### src/hw/sirq_consts.svh
// Timing and frame constants for the serial interrupt slave.
// Assumes inclusion by bare name from hw/ files only.
`ifndef SIRQ_CONSTS_SVH
`define SIRQ_CONSTS_SVH
`define SIRQ_NUM_FRAMES 8'h11
`define SIRQ_SLOTS 8'h10
`define SIRQ_FRAME_CLKS 2'h3
`define SIRQ_PH_SAMPLE 2'h0
`define SIRQ_PH_RECOVER 2'h1
`define SIRQ_PH_TURN 2'h2
`define SIRQ_STOP_QUIET 4'h2
`define SIRQ_STOP_CONT 4'h3
`define SIRQ_STOP_MAX 4'h3
`define SIRQ_SMI_SLOT 4'h2
`define SIRQ_IDLE_WAIT 2'h2
`define SIRQ_CNT_W 4
`endif

### src/hw/sirq_pkg.sv
// Types for the serial interrupt slave.
// Assumes sirq_consts.svh is available for the modules that use it.
package sirq_pkg;
  typedef enum logic [2:0] {
    SIRQ_IDLE = 3'h0,
    SIRQ_START = 3'h1,
    SIRQ_FRAMES = 3'h2,
    SIRQ_STOP = 3'h3,
    SIRQ_POST = 3'h4
  } sirq_state_t;
  typedef struct packed {
    logic o;
    logic oe;
  } sirq_drive_t;
endpackage : sirq_pkg

### src/hw/sirq_slave.sv
// Serial interrupt wire slave agent: start frames, data frames, stop decode.
// Assumes sys_clk_i is the bus clock and reset_n_i the bus reset; the wire
// is resolved outside from wire_o/wire_oe_o.
//
// Contract
// - Quiet mode, idle wire: device may start a frame with one low clock.
// - After that low clock release the wire; never drive it high.
// - No start frame while a cycle runs; idle only from stop to start.
// - Quiet mode: input change starts a frame unless current cycle delivers it.
// - Continuous mode: only host starts; device stays passive.
// - Mode changes only during a stop frame.
// - After reset assume Continuous mode.
// - Stop low width two selects Quiet, three selects Continuous.
// - Count frames from the rising edge ending the start pulse.
// - Each frame is sample, recovery, turn-around: three clocks.
// - Sample phase: pull low only if captured input is low.
// - Turn-around phase: release the wire.
// - Frame N samples 3N-1 clocks after the start pulse rising edge.
// - Report owned inputs whoever began the start frame.
// - Idle clocks may follow a stop frame before the next start.
// - After two-clock stop anyone starts from second clock past rising edge.
// - Wire held released while bus reset is asserted.
// - Drive and sample on the rising bus clock edge.
// - Management interrupt goes in third frame only when enabled.
`timescale 1ns/1ps
`include "sirq_consts.svh"
module sirq_slave #(
  parameter int NSLOT = 16
) (
  input wire logic sys_clk_i,
  input wire logic reset_n_i,
  input wire logic wire_i,
  output logic wire_o,
  output logic wire_oe_o,
  input wire logic [NSLOT-1:0] irq_n_i,
  input wire logic mgmt_interrupt_out_i,
  input wire logic smi_frame_en_i,
  output logic quiet_mode_o,
  output logic cycle_active_o
);
  sirq_pkg::sirq_state_t state;
  sirq_pkg::sirq_state_t next_state;
  sirq_pkg::sirq_drive_t drv;
  logic [NSLOT-1:0] irq_sync;
  logic wire_s;
  logic wire_prev;
  logic quiet;
  logic [7:0] frame;
  logic [1:0] phase;
  logic [3:0] low_cnt;
  logic [1:0] idle_cnt;
  logic [NSLOT-1:0] cap;
  logic [NSLOT-1:0] sent;
  logic pend;
  logic low_sampled;
  logic started;

  // Interrupt request inputs irq_n_i pass the three-stage filter
  sirq_sync #(.W(NSLOT), .INIT({NSLOT{1'b1}})) u_irq_sync (
    .sys_clk_i(sys_clk_i),
    .reset_n_i(reset_n_i),
    .async_i(irq_n_i),
    .level_o(irq_sync)
  );
  // The wire is driven on this same clock edge, so frame timing uses it unfiltered
  assign wire_s = wire_i;

  // Slot 2 carries the management interrupt when enabled
  wire [NSLOT-1:0] src;
  genvar g;
  generate
    for (g = 0; g < NSLOT; g++) begin : g_src
      if (g == `SIRQ_SMI_SLOT) begin : g_smi
        assign src[g] = smi_frame_en_i ? mgmt_interrupt_out_i : irq_sync[g];
      end else begin : g_irq
        assign src[g] = irq_sync[g];
      end
    end
  endgenerate

  wire rise = wire_s && !wire_prev;
  wire fall = !wire_s && wire_prev;
  wire [7:0] slot_idx = frame - 8'h01;
  wire own_slot = (frame >= 8'h01) && (frame <= `SIRQ_SLOTS);
  wire [3:0] slot = slot_idx[3:0];
  wire changed = |(src ^ sent);
  // Change still deliverable if its slot is not yet sampled this cycle
  wire late = |((src ^ sent) & ~((NSLOT)'((17'h1 << frame) - 17'h1) >> 1));
  wire may_start = quiet && (state == sirq_pkg::SIRQ_IDLE) && (idle_cnt == 2'h0)
    && pend && wire_s;
  wire [3:0] next_slot = slot + 4'h1;
  // One-clock lows of frames past the last one are not stop pulses
  wire stop_width_ok = (low_cnt >= `SIRQ_STOP_QUIET) && (low_cnt <= `SIRQ_STOP_MAX);
  wire stop_seen = (state == sirq_pkg::SIRQ_STOP) && rise && stop_width_ok;
  // The last frame belongs to another agent; the stop frame follows its turn-around
  wire last_frame_end = (frame == `SIRQ_NUM_FRAMES) && (phase == `SIRQ_PH_TURN);

  always_comb begin
    next_state = state;
    case (state)
      sirq_pkg::SIRQ_IDLE: begin
        if (fall || started) begin
          next_state = sirq_pkg::SIRQ_START;
        end
      end
      sirq_pkg::SIRQ_START: begin
        if (rise) begin
          next_state = sirq_pkg::SIRQ_FRAMES;
        end
      end
      sirq_pkg::SIRQ_FRAMES: begin
        if (last_frame_end) begin
          next_state = sirq_pkg::SIRQ_STOP;
        end
      end
      sirq_pkg::SIRQ_STOP: begin
        if (stop_seen) begin
          next_state = sirq_pkg::SIRQ_IDLE;
        end else if (low_cnt > `SIRQ_STOP_MAX) begin
          next_state = sirq_pkg::SIRQ_IDLE;
        end
      end
      default: next_state = sirq_pkg::SIRQ_IDLE;
    endcase
  end

  always_ff @(posedge sys_clk_i or negedge reset_n_i) begin
    if (!reset_n_i) begin
      state <= sirq_pkg::SIRQ_IDLE;
      wire_prev <= 1'b1;
      started <= 1'b0;
    end else begin
      state <= next_state;
      wire_prev <= wire_s;
      started <= may_start;
    end
  end

  // Frame and phase counters, starting at the start pulse rising edge
  always_ff @(posedge sys_clk_i or negedge reset_n_i) begin
    if (!reset_n_i) begin
      frame <= 8'h00;
      phase <= `SIRQ_PH_RECOVER;
    end else if (state == sirq_pkg::SIRQ_START && rise) begin
      frame <= 8'h00;
      phase <= `SIRQ_PH_TURN;
    end else if (state == sirq_pkg::SIRQ_FRAMES) begin
      if (phase == `SIRQ_PH_TURN) begin
        phase <= `SIRQ_PH_SAMPLE;
        frame <= frame + 8'h01;
      end else begin
        phase <= phase + 2'h1;
      end
    end
  end

  // Stop pulse width decides the next cycle mode
  always_ff @(posedge sys_clk_i or negedge reset_n_i) begin
    if (!reset_n_i) begin
      quiet <= 1'b0;
      low_cnt <= 4'h0;
      idle_cnt <= 2'h0;
    end else begin
      if (state == sirq_pkg::SIRQ_STOP && !wire_s && low_cnt != 4'hf) begin
        low_cnt <= low_cnt + 4'h1;
      end else if (state != sirq_pkg::SIRQ_STOP || wire_s) begin
        low_cnt <= 4'h0;
      end
      if (stop_seen) begin
        quiet <= (low_cnt == `SIRQ_STOP_QUIET);
        idle_cnt <= `SIRQ_IDLE_WAIT - 2'h1;
      end else if (idle_cnt != 2'h0) begin
        idle_cnt <= idle_cnt - 2'h1;
      end
    end
  end

  // Capture in the turn-around before each sample phase and track what was last reported
  always_ff @(posedge sys_clk_i or negedge reset_n_i) begin
    if (!reset_n_i) begin
      cap <= {NSLOT{1'b1}};
      sent <= {NSLOT{1'b1}};
      pend <= 1'b0;
      low_sampled <= 1'b0;
    end else begin
      if (state == sirq_pkg::SIRQ_FRAMES && own_slot && phase == `SIRQ_PH_TURN) begin
        cap[next_slot] <= src[next_slot];
      end
      if (state == sirq_pkg::SIRQ_FRAMES && own_slot && phase == `SIRQ_PH_SAMPLE) begin
        sent[slot] <= cap[slot];
      end
      if (state == sirq_pkg::SIRQ_START && rise) begin
        cap[0] <= src[0];
      end
      pend <= (state == sirq_pkg::SIRQ_FRAMES) ? late : changed;
      low_sampled <= (state == sirq_pkg::SIRQ_FRAMES) && own_slot
        && (phase == `SIRQ_PH_SAMPLE) && !cap[slot];
    end
  end

  // Pin drive: one-cycle start low, data low in sample, high in recovery
  always_comb begin
    drv.o = 1'b0;
    drv.oe = 1'b0;
    if (started) begin
      drv.oe = 1'b1;
    end else if (state == sirq_pkg::SIRQ_FRAMES && own_slot) begin
      if (phase == `SIRQ_PH_SAMPLE && !cap[slot]) begin
        drv.oe = 1'b1;
      end else if (phase == `SIRQ_PH_RECOVER && low_sampled) begin
        drv.o = 1'b1;
        drv.oe = 1'b1;
      end
    end
  end

  assign wire_o = drv.o;
  assign wire_oe_o = drv.oe;
  assign quiet_mode_o = quiet;
  assign cycle_active_o = (state != sirq_pkg::SIRQ_IDLE);

  property p_start_one;
    @(posedge sys_clk_i) disable iff (!reset_n_i)
      (started && !wire_o) |=> !(wire_oe_o && !wire_o && started);
  endproperty
  a_start_one: assert property (p_start_one) else $error("start low longer than one clock");

  property p_cont_passive;
    @(posedge sys_clk_i) disable iff (!reset_n_i)
      (!quiet_mode_o && !cycle_active_o) |-> !wire_oe_o;
  endproperty
  a_cont_passive: assert property (p_cont_passive) else $error("start in continuous mode");

  property p_no_start_active;
    @(posedge sys_clk_i) disable iff (!reset_n_i) started |-> !cycle_active_o;
  endproperty
  a_no_start_active: assert property (p_no_start_active) else $error("start in active cycle");

  property p_recover_high;
    @(posedge sys_clk_i) disable iff (!reset_n_i)
      (state == sirq_pkg::SIRQ_FRAMES && own_slot && phase == `SIRQ_PH_SAMPLE && wire_oe_o)
      |=> (wire_oe_o && wire_o) ##1 !wire_oe_o;
  endproperty
  a_recover_high: assert property (p_recover_high) else $error("recovery or turn wrong");

  property p_turn_release;
    @(posedge sys_clk_i) disable iff (!reset_n_i)
      (state == sirq_pkg::SIRQ_FRAMES && phase == `SIRQ_PH_TURN) |-> !wire_oe_o;
  endproperty
  a_turn_release: assert property (p_turn_release) else $error("drive in turn-around");

  property p_frame_len;
    @(posedge sys_clk_i) disable iff (!reset_n_i)
      (state == sirq_pkg::SIRQ_FRAMES && phase == `SIRQ_PH_SAMPLE)
      |=> phase == `SIRQ_PH_RECOVER ##1 phase == `SIRQ_PH_TURN;
  endproperty
  a_frame_len: assert property (p_frame_len) else $error("frame not three clocks");

  property p_reset_cont;
    @(posedge sys_clk_i) $rose(reset_n_i) |-> !quiet;
  endproperty
  a_reset_cont: assert property (p_reset_cont) else $error("not continuous after reset");

  property p_mode_stop;
    @(posedge sys_clk_i) disable iff (!reset_n_i)
      $changed(quiet) |-> $past(state) == sirq_pkg::SIRQ_STOP;
  endproperty
  a_mode_stop: assert property (p_mode_stop) else $error("mode changed outside stop");

  property p_no_high_drive;
    @(posedge sys_clk_i) disable iff (!reset_n_i)
      (wire_oe_o && wire_o) |-> $past(wire_oe_o) && !$past(wire_o);
  endproperty
  a_no_high_drive: assert property (p_no_high_drive) else $error("high drive not after low");
endmodule : sirq_slave

### src/hw/sirq_sync.sv
// Three-stage synchroniser with agreement filter on the last two stages.
// Assumes an asynchronous level input and one clock domain.
`timescale 1ns/1ps
module sirq_sync #(
  parameter int W = 1,
  parameter logic [W-1:0] INIT = '1
) (
  input wire logic sys_clk_i,
  input wire logic reset_n_i,
  input wire logic [W-1:0] async_i,
  output logic [W-1:0] level_o
);
  logic [W-1:0] s1;
  logic [W-1:0] s2;
  logic [W-1:0] s3;
  always_ff @(posedge sys_clk_i or negedge reset_n_i) begin
    if (!reset_n_i) begin
      s1 <= INIT;
      s2 <= INIT;
      s3 <= INIT;
      level_o <= INIT;
    end else begin
      s1 <= async_i;
      s2 <= s1;
      s3 <= s2;
      for (int i = 0; i < W; i++) begin
        if (s2[i] == s3[i]) begin
          level_o[i] <= s3[i];
        end
      end
    end
  end
endmodule : sirq_sync
### config.mk
export PLATFORM = sky130hd
export DESIGN_NAME = sirq_slave
export DESIGN_NICKNAME = d
export VERILOG_FILES = /design/src/hw/sirq_pkg.sv /design/src/hw/sirq_slave.sv /design/src/hw/sirq_sync.sv
export VERILOG_INCLUDE_DIRS = /design/src /design/src/hw
export SDC_FILE = /design/constraint.sdc
export NUM_CORES = 1
export LEC_CHECK = 0
export ABC_AREA = 1
export BUFFER_PORTS_ARGS = -buffer_cell sky130_fd_sc_hd__buf_2
export CAP_MARGIN = 15
export CORE_AREA = 4 4 119 132
export DETAILED_ROUTE_END_ITERATION = 8
export DIE_AREA = 0 0 123 136
export GPL_TIMING_DRIVEN = 0
export SYNTH_ARGS = -nofsm -noshare
export SYNTH_HDL_FRONTEND = slang
export SYNTH_SLANG_ARGS = --single-unit
### constraint.sdc
create_clock -name sys_clk_i -period 4.1 [get_ports sys_clk_i]
set_input_delay 0.82 -clock sys_clk_i [delete_from_list [all_inputs] [get_ports sys_clk_i]]
set_output_delay 0.82 -clock sys_clk_i [all_outputs]
set_load 0.01 [all_outputs]
* Yosys cells after proc, flatten, opt, wreduce, memory -nomap -nowiden *
Cells that the tools add are included.

word-level totals
  bits in registers = 120
  output and inout bits = 4
  logic and storage cells = 158

cells by class
  add/sub/neg operators = 7
  magnitude comparators = 9
  equality and inequality tests = 29
  shifts and indexed selects = 1
  mux-type cells = 36
  bitwise logic cells = 3
  reductions and logical operators = 41

operators with widths
  operator               number
  $bwmux 16              2
  $reduce_or 16->1       2
  $mux 8                 3
  $logic_and 1x1->1      22
  $and 16x16->16         1
  $eq 1x1->1             16
  $not 15->16            1
  $shl 1x8->16 const A   1
  $sub 16x1->16 const B  1
  $xor 16x16->16         1
  $mux 3                 5
  $mux 2                 7
  $mux 1                 12
  $pmux 3 s4             1
  $reduce_bool 2->1      6
  $lt 4x5->1 const B     2
  $add 4x1->4 const B    2
  $add 8x1->8 const B    1
  $bmux 1 s4             2
  $demux 1 s4            2
  $eq 8x5->1 const B     1
  $ge 4x1->1 const B     2
  $ge 8x1->1 const B     1
  $le 8x5->1 const B     1
  other kinds (23)       31

* Longest topological paths before layout *
Gate-level depths: netlist (run 1).

  depth after elaboration = 9
  depth in mapped cells = 16
  depth with buffers taken out = 15

* Cells and area by module *
A second synthesis (run 1) with hierarchy kept.

unflattened totals
  cell total of the unflattened synthesis = 638
  area total of the unflattened synthesis = 5805.6 um^2

by module, submodules not included
  module      times used  cells an instance  area each (um^2)
  sirq_slave  1           510                3863.7
  sirq_sync   1           128                1941.9

* Worst setup path after synthesis (run 1) *
Ideal clock, no wire load.

  kind = register to output
  start point = register frame[0]
  end point = output port wire_oe_o
  arrival time = 2.239 ns
  data required time = 3.280 ns
  path slack = 1.041 ns
  cell stages (with the launch flop) = 13
  buffers on the path = 3
  cells stage by stage = dfrtp_1 -> inv_1 -> buf_4 -> clkbuf_1 -> ha_1 -> inv_2 -> nor3_1 -> a211oi_1 -> nand2_1 -> nor2_2 -> inv_2 -> buf_6 -> o211ai_1

on the way
  cells in the longest elaborated chain, start to end = 8
  elaborated cells between the ends (all ways) = 12
  classes of those cells = add/sub (1); order compare (2); mux (5); reduce/logical (4)

ends and longest elaborated chain
  item                          RTL line           text
  start, declared               sirq_slave.sv:48   logic [7:0] frame;
  start signal, assigned        sirq_slave.sv:150  frame <= frame + 8'h01;
  $sub 4x1->4                   sirq_slave.sv:83   wire [7:0] slot_idx = frame - 8'h01;
  $bmux 1 s4                    sirq_slave.sv:208  if (phase == `SIRQ_PH_SAMPLE && !cap[slot]) begin
  $mux 1 (implied by the code)  sirq_slave.sv:208
  $logic_not 1->1               sirq_slave.sv:208
  $logic_and 1x1->1             sirq_slave.sv:208
  $mux 1                        sirq_slave.sv:208
  $mux 2 *                      sirq_slave.sv:207  end else if (state == sirq_pkg::SIRQ_FRAMES && own_slot) begin
  $mux 1 *                      sirq_slave.sv:205  if (started) begin
  end, declared                 sirq_slave.sv:34   output logic wire_oe_o,

Mark *: on every way between the ends. The rest lies on a longest branch, timed or not. The select of a mux whose other input is x is not followed.

* Final worst setup path (run 1) *
Same ends and word-level chain as after synthesis.

==> results of run 1 <==
==> Yosys cell counts, drive strengths merged <==
cell	n	area, um2
nand2	101	392
dfstp	98	2570
nor2	67	264
inv	58	218
o21ai	45	267
nand3	41	205
nor3	22	126
dfrtp	21	526
ha	16	200
maj3	16	160
xor2	15	131
o21a	14	105
a21oi	12	60.1
buf	9	66.3
nand4	8	56.3
xnor2	5	43.8
o221ai	4	35.0
a31oi	3	18.8
clkbuf	3	12.5
mux2i	3	30.0
nand3b	3	22.5
o22ai	3	18.8
o32ai	3	26.3
nor4	2	12.5
o211ai	2	15.0
a211oi	1	7.51
a221oi	1	8.76
a22o	1	8.76
a22oi	1	7.51
a311oi	1	8.76
clkinv	1	8.76
mux2	1	11.3
o2111ai	1	8.76
o21bai	1	7.51
o31ai	1	7.51
or2	1	6.26
==> cells in the final DEF (no fill, tap or decap), types with 16 or more instances in the layout <==
master	synthesis	final
nor3_1	20	20
nand2_1	98	98
maj3_1	16	16
dfstp_2	98	98
inv_1	55	55
nand3_1	41	41
o21ai_0	33	33
clkbuf_16	0	19
dfrtp_1	21	21
buf_2	5	28
nor2_1	62	62
==> critical path, cell delays in order (launching register included) <==
cell,delay (ps)
dfrtp_1,450
inv_1,110
buf_4,230
ha_2,260
inv_2,130
nor3_1,60
a211oi_1,210
nand2_1,180
nor2_4,210
inv_2,100
buf_6,160
o211ai_1,180
buf_2,160
==> power groups by stage <==
stage                     clock, mW  sequential (mW)  combinational (mW)
after global placement            0             1.70                2.20
after detailed placement          0             1.71                2.23
after global routing           1.58             1.73                2.52
after floorplan                   0             1.66                1.66
after CTS                      1.53             1.70                2.25
final                          1.49             1.70                2.26
==> per-layer routing <==
layer,vias to the layer above,wire length [um],global-route usage (%)
met5,-,0,0
met4,0,298,7.38
met3,27,613,4.62
met2,109,5960,25.1
met1,1996,5760,22.1
li1,2039,-,-
==> kinds of logic after synthesis <==
logic type | after synthesis
DFF | 119
adders and majority gates | 32
buffers and inverters | 71
muxes | 4
AOI/OAI and AO/OA | 94
and+or+nand+nor | 245
xor gates and xnor gates | 20
==> how the worst max path moves through the flow <==
| stage | endpoint | slack, ps |
|---|---|---|
| 5_1_grt | wire_oe_o | 200 |
| 2_1_floorplan | wire_oe_o | 1040 |
| 3_3_place_gp | wire_oe_o | 400 |
| 4_1_cts | wire_oe_o | 390 |
| 6_report | wire_oe_o | 420 |
| 3_5_place_dp | wire_oe_o | 370 |
==> registers in the layout, indices dropped and copies added, names as in the netlist <==
name,flops
started,1
u_irq_sync.level_o,16
idle_cnt,2
sent,16
low_cnt,4
pend,1
quiet_mode_o,1
u_irq_sync.s3,16
frame,8
low_sampled,1
u_irq_sync.s1,16
cap,16
phase,2
state,2
wire_prev,1
u_irq_sync.s2,16
==> cell type report <==
| type | instances | area, um2 | area share (%) |
|---|---|---|---|
| Buffer | 11 | 75.1 | 1.12 |
| Clock buffer | 24 | 524 | 7.85 |
| Clock inverter | 8 | 81.3 | 1.22 |
| Inverter | 59 | 226 | 3.39 |
| Multi-Input combinational cell | 395 | 2280 | 34.1 |
| Sequential cell | 119 | 3100 | 46.4 |
| Tap cell | 192 | 240 | 3.60 |
| Timing Repair Buffer | 25 | 154 | 2.30 |
==> timing repair <==
| item | 4_1_cts | 5_1_grt |
|---|---|---|
| endpoints found under the setup margin | 1 | 0 |
| endpoints found under the hold margin | 0 | 0 |
| resized for setup | 2 | 0 |
==> results.md, run 1 <==
* Die ar. at 0.0167 mm2
* Sw Pwr at 2.24 mW
* First-pass GRT wire length at around 21 mm
* Fin util at 46.6%
* Post-Synth Simple-Gate Area at 19.1%
* Vias in the first global route at 4254
* Detailed Place HPWL at 9.14 mm
* Yosys reg bits at 119
* Post-layout power at 5.44 mW
* Crit path time final at 3680 ps
* Worst vdd ir at 376 uV
* Cts hold-fix bufs at 0
* Launch point of the worst reg-to-reg path: frame[0]
* PnR worst setup slack at 422 ps
* Grt ovf at 0
* Pre-antenna DRT Iters at 7
* Reg2Reg Setup Slack at 1340 ps
* Slew HR at approximately two thirds
* Ant. Diodes at 0
* CTS root buffer: clkbuf_16
* CTS tree: yes
* Num Clock Sinks at 119
* Syn Area/Cell at 9.71 um2
* Count of pins over their slew limit at 0
* Total Wirelength at roughly 13 mm
* RSZ-0062 raised after global routing: false
* Dpl cell area at 0.00607 mm2
* Row cnt at 46
* All-Layer GR Usage at about 17%
* Final Wtd Congestion at 0.884
* Gate power share at between 40% and 50%
* Min Hold Slack at 343 ps
* Avg WL per Cell at 15.2 um
* Post-synth cell types at 48
* H-tree depth at 4
* Vias at 4171
* Slew at the pin closest to its max-slew limit at 494 ps
* Netlist Area Pre-Place at 0.00568 mm2
* Adder-cell area share of the yosys netlist at 6.35%
* Post-Place Cells at 802
* Outcome: finished clean
* Synth Area in Compound Gates at a little over a tenth
* Sequential group share of total power at between 30 and 40%
* ANT nets after route at 0
* Drc violations at 0
* Area Overhead vs Synth at 17.7%
* Layout Cells excl Fill at around 830
* Worst Path Arrival at 2860 ps
* Synthesized net count at roughly 620
* Nature of the critical path startpoint: flop
* Clk pwr share at 27.4%
* Pwr dens at ~810 mW/mm2
* Place WS at around 370 ps
* Proportion of synthesized area in mux cells at 0.727%
* Leakage power at 2.94 nW
* Final instance area at 0.00668 mm2
* Initial drt markers at 285
* Pin count of the biggest net entering global routing at 77
* Initial antenna violation count at 0
* Die W at 123 um
* Worst-path clk slew at about 60 ps
* Largest family of logic cells by synthesized area: simple AND/OR/NAND/NOR gates
* Max_cap viols at 0
* Final Cycle Share at 89.7%
* Internal power at 3.20 mW
* TritonCTS Buffers at 17
* Ratio of cells with drive above 1 in the final layout at 30.0%
* Clk_lat worst skew at 420 ps
* I/O pin count at 25
* Worst hold path type: primary input to asynchronous set/reset pin
* Endpoint class of the critical path: output port
* R2r endpoint: sent[15]
* Critical path launch point: frame[0]
* Setup tns final at 0 ps
* Post-Synth XOR/XNOR Area at 3.09%
* Yosys warns at 0
* Postcts setup bufs at 0
* PortBufs at 24
* Worst reg2reg path depth at 14
* Final Setup Violations at 0
* Max Clk Rate at 272 MHz
* Max Root-Sink Buffers at 2
* Required time of the critical path at between 3000 and 4000 ps
* Initial Utilization at between 30% and 40%
* Post-Synthesis Cells at slightly below 600
* Die height at 136 um
* Sw frac at 41.2%
* NumNets Final at 665
* Layout Skew at between 10 and 15 ps
* Fin. Hold Viols at 0
* Drt via density at between 5 and 6
* Core area at 0.0143 mm2
* Fillers at 1337
* Setup Crit Path Kind: flop to output port
* Seq/Total Area, Yosys at 54.6%
* CP Max Fanout at 21
Note: power is estimated with default switching activity, not from simulation.
==> run 2: changes to the inputs <==
Settings changed: PLACE_DENSITY set to 0.66.
==> results.md, run 2 (synthesized netlist as in run 1, its figures left out) <==
* Outcome: finished clean
* Fin. Hold Viols at 0 (unchanged)
* Max Root-Sink Buffers at 2 (unchanged)
* Crit path time final at 3770 ps (+97.2 ps)
* Commonest cells after routing, fill and taps aside: nand2_1 (98), dfstp_2 (98), nor2_1 (62)
* Fin util at 46.4% (-0.23 points)
* R2r endpoint: sent[15]
* Worst reg2reg path depth at 14 (unchanged)
* Pre-antenna DRT Iters at 5 (-2)
* Die ar. at 0.0167 mm2 (unchanged)
* Reg2Reg Setup Slack at 1150 ps (-190 ps)
* Final Setup Violations at 0 (unchanged)
* Critical path depth at 12 (unchanged)
* Layout Skew at 7.82 ps (-2.33 ps)
* Cts hold-fix bufs at 0 (unchanged)
* All-Layer GR Usage at 16.5% (-0.072 points)
* CP Max Fanout at 21 (unchanged)
* Total Wirelength at 12.8 mm (+1.5%)
* Dpl cell area at 0.00607 mm2 (about the same)
* First-pass GRT wire length at 21.4 mm (+0.42%)
* Slew HR at 60.6% (-6.3 points)
* Final Cycle Share at 92.1% (+2.4 points)
* Grt ovf at 0 (unchanged)
* Pin count of the biggest net entering global routing at 77 (unchanged)
* TritonCTS Buffers at 17 (unchanged)
* Area Overhead vs Synth at 17.1%
* Worst Path Arrival at 2950 ps (+90 ps)
* Count of pins over their slew limit at 0 (unchanged)
* Clk_lat worst skew at 420 ps (about the same)
* Final instance area at 0.00665 mm2 (-0.49%)
* Core area at 0.0143 mm2 (unchanged)
* NumNets Final at 665 (unchanged)
* Vias in the first global route at 4506 (+5.9%)
* Nature of the critical path startpoint: flop
* Ratio of cells with drive above 1 in the final layout at 29.8% (-0.16 points)
* CTS tree: yes
* Die W at 123 um (unchanged)
* Endpoint class of the critical path: output port
* Setup Crit Path Kind: flop to output port
* Worst-path clk slew at 50 ps (about the same)
* I/O pin count at 25 (unchanged)
* H-tree depth at 4 (unchanged)
* Worst vdd ir at 379 uV (+0.78%)
* Critical path launch point: frame[0]
* Critical path's most frequent cell: inv_1
* Worst hold path type: flop to flop
* Die height at 136 um (unchanged)
* Max incr delay on CP at 470 ps (+20 ps)
* Num Clock Sinks at 119 (unchanged)
* Initial antenna violation count at 0 (unchanged)
* Detailed Place HPWL at 9.18 mm (+0.53%)
* Required time of the critical path at 3280 ps (about the same)
* Row cnt at 46 (unchanged)
* CTS root buffer: clkbuf_16
* Max Clk Rate at 265 MHz (-2.6%)
* Initial drt markers at 301 (+5.6%)
* Slew at the pin closest to its max-slew limit at 588 ps (+93.9 ps)
* Critical path cell sequence: inv_1, buf_4, ha_1, inv_2, nand2_2, nand2_4, inv_1, o221ai_1, nand3_1, nand2_1, o211ai_1, buf_2
* Initial Utilization at 39.6% (unchanged)
* Final Wtd Congestion at 0.914 (+3.5%)
* CP delay by family, top: buffers and inverters
* Ant. Diodes at 0 (unchanged)
* Slowest stage cell, crit path: dfrtp_1
* Leakage power at 2.92 nW (-0.41%)
* Worst path bufs/invs at 5 (-1)
* RSZ-0062 raised after global routing: false
* Drt via density at 5.24 (+4.6%)
* Fillers at 1317 (-1.5%)
* Drc violations at 0 (unchanged)
* Launch point of the worst reg-to-reg path: frame[0]
* CP Capture Point: wire_oe_o
* Setup tns final at 0 ps (unchanged)
* Avg WL per Cell at 15.4 um (+1.5%)
* Max_cap viols at 0 (unchanged)
* Vias at 4363 (+4.6%)
* ANT nets after route at 0 (unchanged)
* PortBufs at 24 (unchanged)
* Pwr dens at 813 mW/mm2 (-0.23%)
## run 2: changes by cell type in the layout (fill, tap and decap cells not counted), sizes merged
cell,before,now
clkbuf,26,24
clkinv,3,6
inv,60,59
## run 2: cell type report
| cell class | count | area [um2] | share of cell area [%] |
|---|---|---|---|
| repair buffers | 25 | 150 | 2.26 |
| clock inverters | 10 | 93.8 | 1.41 |
| well taps | 192 | 240 | 3.61 |
| inverters | 59 | 226 | 3.41 |
| clock buffers | 22 | 485 | 7.30 |
| plain buffers | 11 | 75.1 | 1.13 |
| flip-flops and latches | 119 | 3100 | 46.6 |
| multi-input cells | 395 | 2280 | 34.2 |
## run 2: power breakdown
part	internal [mW]	switching (mW)
Combinational	0.723	1.55
Sequential	1.52	0.179
Clock	0.901	0.531
## run 2: worst min-delay path by stage
stage | start | end | slack, ps | depth (start not counted)
floorplan | u_irq_sync.s1[0] | u_irq_sync.s2[0] | 350 | 0
global placement | u_irq_sync.s1[4] | u_irq_sync.s2[4] | 350 | 0
detailed placement | u_irq_sync.s1[13] | u_irq_sync.s2[13] | 350 | 0
CTS | u_irq_sync.s1[5] | u_irq_sync.s2[5] | 350 | 0
global route | u_irq_sync.s1[11] | u_irq_sync.s2[11] | 360 | 0
finish | u_irq_sync.s1[7] | u_irq_sync.s2[7] | 350 | 0
## run 2: layer usage
layer,vias up,track usage (%),routed length (um)
li1,2043,-,-
met4,0,8.31,359
met5,-,0,0
met1,2149,20.0,5460
met2,139,26.7,6280
met3,32,4.70,703
## run 2: worst register-to-register path, cell delays in order, from the launching register on
cell and delay [ps]:
dfrtp_1 470, inv_1 140, buf_4 280, ha_1 380, inv_2 130, nand2_2 110
nand2_4 90, inv_1 170, o221ai_1 150, nand3_1 100, nand2_1 160, inv_1 230
buf_2 260, nand2_1 90, o21a_1 110
## run 2: timing repair
item | in CTS | in global routing
gates resized for setup | 0 | 1
endpoints found under the setup margin | 1 | 1
setup buffers | 0 | 0
## run 2: stage by stage
stage          instances  hold WS [ps]  total power, mW  setup slack [ps]
5_1_grt              833           358             5.77              66.6
2_1_floorplan        585           345             3.32              1040
3_3_place_gp         801           345             3.88               378
6_report             833           353             5.40               325
4_1_cts              833           355             5.41               292
3_5_place_dp         802           347             3.94               345
==> run 3: changes to the inputs <==
Settings changed: ABC_CLOCK_PERIOD_IN_PS set to 4100, CORE_AREA 4 4 119 132 to 5 5 120 133, DIE_AREA 0 0 123 136 to 0 0 125 138.
==> results.md, run 3 (synthesized netlist as in run 1, its figures left out) <==
* Outcome: finished clean
* Final instance area at 0.00667 mm2 (+0.28%)
* Clk_lat worst skew at 410 ps (about the same)
* H-tree depth at 4 (unchanged)
* Die W at 125 um (+1.6%)
* Count of pins over their slew limit at 0 (unchanged)
* Slew at the pin closest to its max-slew limit at 537 ps (-50.7 ps)
* Layout Skew at 9.87 ps (+2.05 ps)
* Worst Path Arrival at 2990 ps (+40 ps)
* Final Wtd Congestion at 0.920 (+0.65%)
* Layout Cells excl Fill at 833 (unchanged)
* Pin count of the biggest net entering global routing at 81 (+5.2%)
* Detailed Place HPWL at 8.73 mm (-5.0%)
* Pwr dens at 811 mW/mm2 (-0.25%)
* Dpl cell area at 0.00607 mm2 (unchanged)
* Drt via density at 4.96 (-5.4%)
* Post-CTS sizing at 0 (unchanged)
* All-Layer GR Usage at 14.7% (-1.8 points)
* CTS tree: yes
* Crit path time final at 3810 ps (+33.1 ps)
* Ant. Diodes at 0 (unchanged)
* NumNets Final at 665 (unchanged)
* Worst hold endpoint: u_irq_sync.s2[1]
* First-pass GRT wire length at 20.6 mm (-3.7%)
* Die height at 138 um (+1.5%)
* Endpoint class of the critical path: output port
* Cts hold-fix bufs at 0 (unchanged)
* Worst path bufs/invs at 6 (+1)
* Post-layout power at 5.41 mW (about the same)
* Initial antenna violation count at 0 (unchanged)
* Max incr delay on CP at 460 ps (about the same)
* Worst vdd ir at 383 uV (+1.2%)
* Initial drt markers at 255 (-15%)
* Sw frac at 40.7% (-1.1 points)
* Setup tns final at 0 ps (unchanged)
* Fin util at 46.5% (+0.13 points)
* ANT nets after route at 0 (unchanged)
* Worst hold path type: flop to flop
* TritonCTS Buffers at 17 (unchanged)
* Internal power at 3.21 mW (+2.0%)
* Launch point of the worst reg-to-reg path: frame[0]
* Slowest stage cell, crit path: dfrtp_1
* Initial Utilization at 39.6% (unchanged)
* Pre-antenna DRT Iters at 5 (unchanged)
* Hold path startpoint: u_irq_sync.s1[1]
* Avg WL per Cell at 14.2 um (-7.4%)
* Commonest cells after routing, fill and taps aside: nand2_1 (98), dfstp_2 (98), nor2_1 (62)
* Fillers at 1342 (+1.9%)
* Grt ovf at 0 (unchanged)
* Max Root-Sink Buffers at 2 (unchanged)
* Max_cap viols at 0 (unchanged)
* I/O pin count at 25 (unchanged)
* Drc violations at 0 (unchanged)
* Gate power share at 41.3% (-0.8 points)
* Fin. Hold Viols at 0 (unchanged)
* Post-Place Cells at 802 (unchanged)
* Row cnt at 46 (unchanged)
* Required time of the critical path at 3280 ps (about the same)
* Area Overhead vs Synth at 17.4%
* Reg2Reg Setup Slack at 1240 ps (+90 ps)
* Clk pwr share at 27.4% (+0.9 points)
* CP Max Fanout at 21 (unchanged)
* Setup Crit Path Kind: flop to output port
* Postcts setup bufs at 0 (unchanged)
* Worst Hold Depth at 0 (unchanged)
* PortBufs at 24 (unchanged)
* Worst-path clk slew at 60 ps (about the same)
* CP delay by family, top: buffers and inverters
* Core area at 0.0143 mm2 (unchanged)
* CTS root buffer: clkbuf_16
* Ratio of cells with drive above 1 in the final layout at 29.6% (-0.16 points)
* Sw Pwr at 2.20 mW (-2.7%)
* Final Cycle Share at 92.9% (+0.81 points)
* RSZ-0062 raised after global routing: false
* Slew HR at 64.2% (+3.6 points)
* Num Clock Sinks at 119 (unchanged)
* Max Clk Rate at 263 MHz (-0.87%)
* R2r endpoint: sent[13]
* Leakage power at 2.93 nW (+0.12%)
* Critical path's most frequent cell: inv_2
* Die ar. at 0.0173 mm2 (+3.1%)
* Vias in the first global route at 4177 (-7.3%)
* Nature of the critical path startpoint: flop
* Final Setup Violations at 0 (unchanged)
* Sequential group share of total power at 31.3% (about the same)
* Worst reg2reg path depth at 14 (unchanged)
* Vias at 4129 (-5.4%)
* Critical path cell sequence: inv_1, buf_4, ha_1, inv_2, nor3_1, a211oi_1, nand2_1, nor2_2, inv_2, buf_6, o211ai_1, buf_2
* Total Wirelength at 11.9 mm (-7.4%)
==> run 3: cell count changes in the layout (fill, tap and decap cells not counted) <==
cell / delta
nor2_4: -1
clkinvlp_4: +1
clkinv_2: -3
bufinv_16: +1
clkbuf_1: +1
inv_4: +1
nor2_2: +1
clkinv_4: -1
==> run 3: final cells by class <==
type	count	area, um2	area share, %
multi-input combinational	395	2270	34.1
sequential	119	3100	46.5
inverter	59	226	3.40
buffer	11	75.1	1.13
clock inverter	9	114	1.71
tap	192	240	3.60
clock buffer	23	489	7.34
timing repair buffer	25	150	2.25
==> run 3: worst max path at each step <==
stage | endpoint | from | cells past startpoint | slack (ps)
after floorplan | wire_oe_o | frame[0] | 12 | 1040
after global placement | wire_oe_o | frame[0] | 13 | 400
after detailed placement | wire_oe_o | frame[0] | 13 | 370
after CTS | wire_oe_o | frame[0] | 12 | 300
after global routing | wire_oe_o | frame[0] | 12 | 30
final | wire_oe_o | frame[0] | 12 | 290
==> run 3: power groups by stage <==
| stage | Sequential, mW | Combinational (mW) | Clock, mW |
|---|---|---|---|
| 2_1_floorplan | 1.66 | 1.66 | 0 |
| 3_3_place_gp | 1.69 | 2.19 | 0 |
| 3_5_place_dp | 1.71 | 2.22 | 0 |
| 4_1_cts | 1.69 | 2.22 | 1.52 |
| 5_1_grt | 1.72 | 2.51 | 1.58 |
| 6_report | 1.69 | 2.23 | 1.48 |
==> run 3: worst register-to-register path, stage by stage (launching register included) <==
cell and delay, ps:
dfrtp_1 460, inv_1 130, buf_4 280, ha_1 380
inv_2 120, nand2_2 100, nand2_4 80, inv_1 170
o221ai_1 160, nand3_1 100, nand2_1 150, inv_1 220
buf_2 260, nand2_1 80, o21a_1 110
==> run 3: metrics by stage <==
stage                     hold WS [ps]  setup slack, ps
after floorplan                    345             1040
after global placement             346              403
after detailed placement           347              373
after CTS                          350              302
after global routing               351             26.9
final                              349              292
==> run 3: routing by layer <==
metal	up-vias	wire length, um	global-route usage (%)
li1	2038	-	-
met1	1978	5380	19.1
met2	90	5740	23.2
met3	23	480	3.47
met4	0	262	7.08
met5	-	0	0
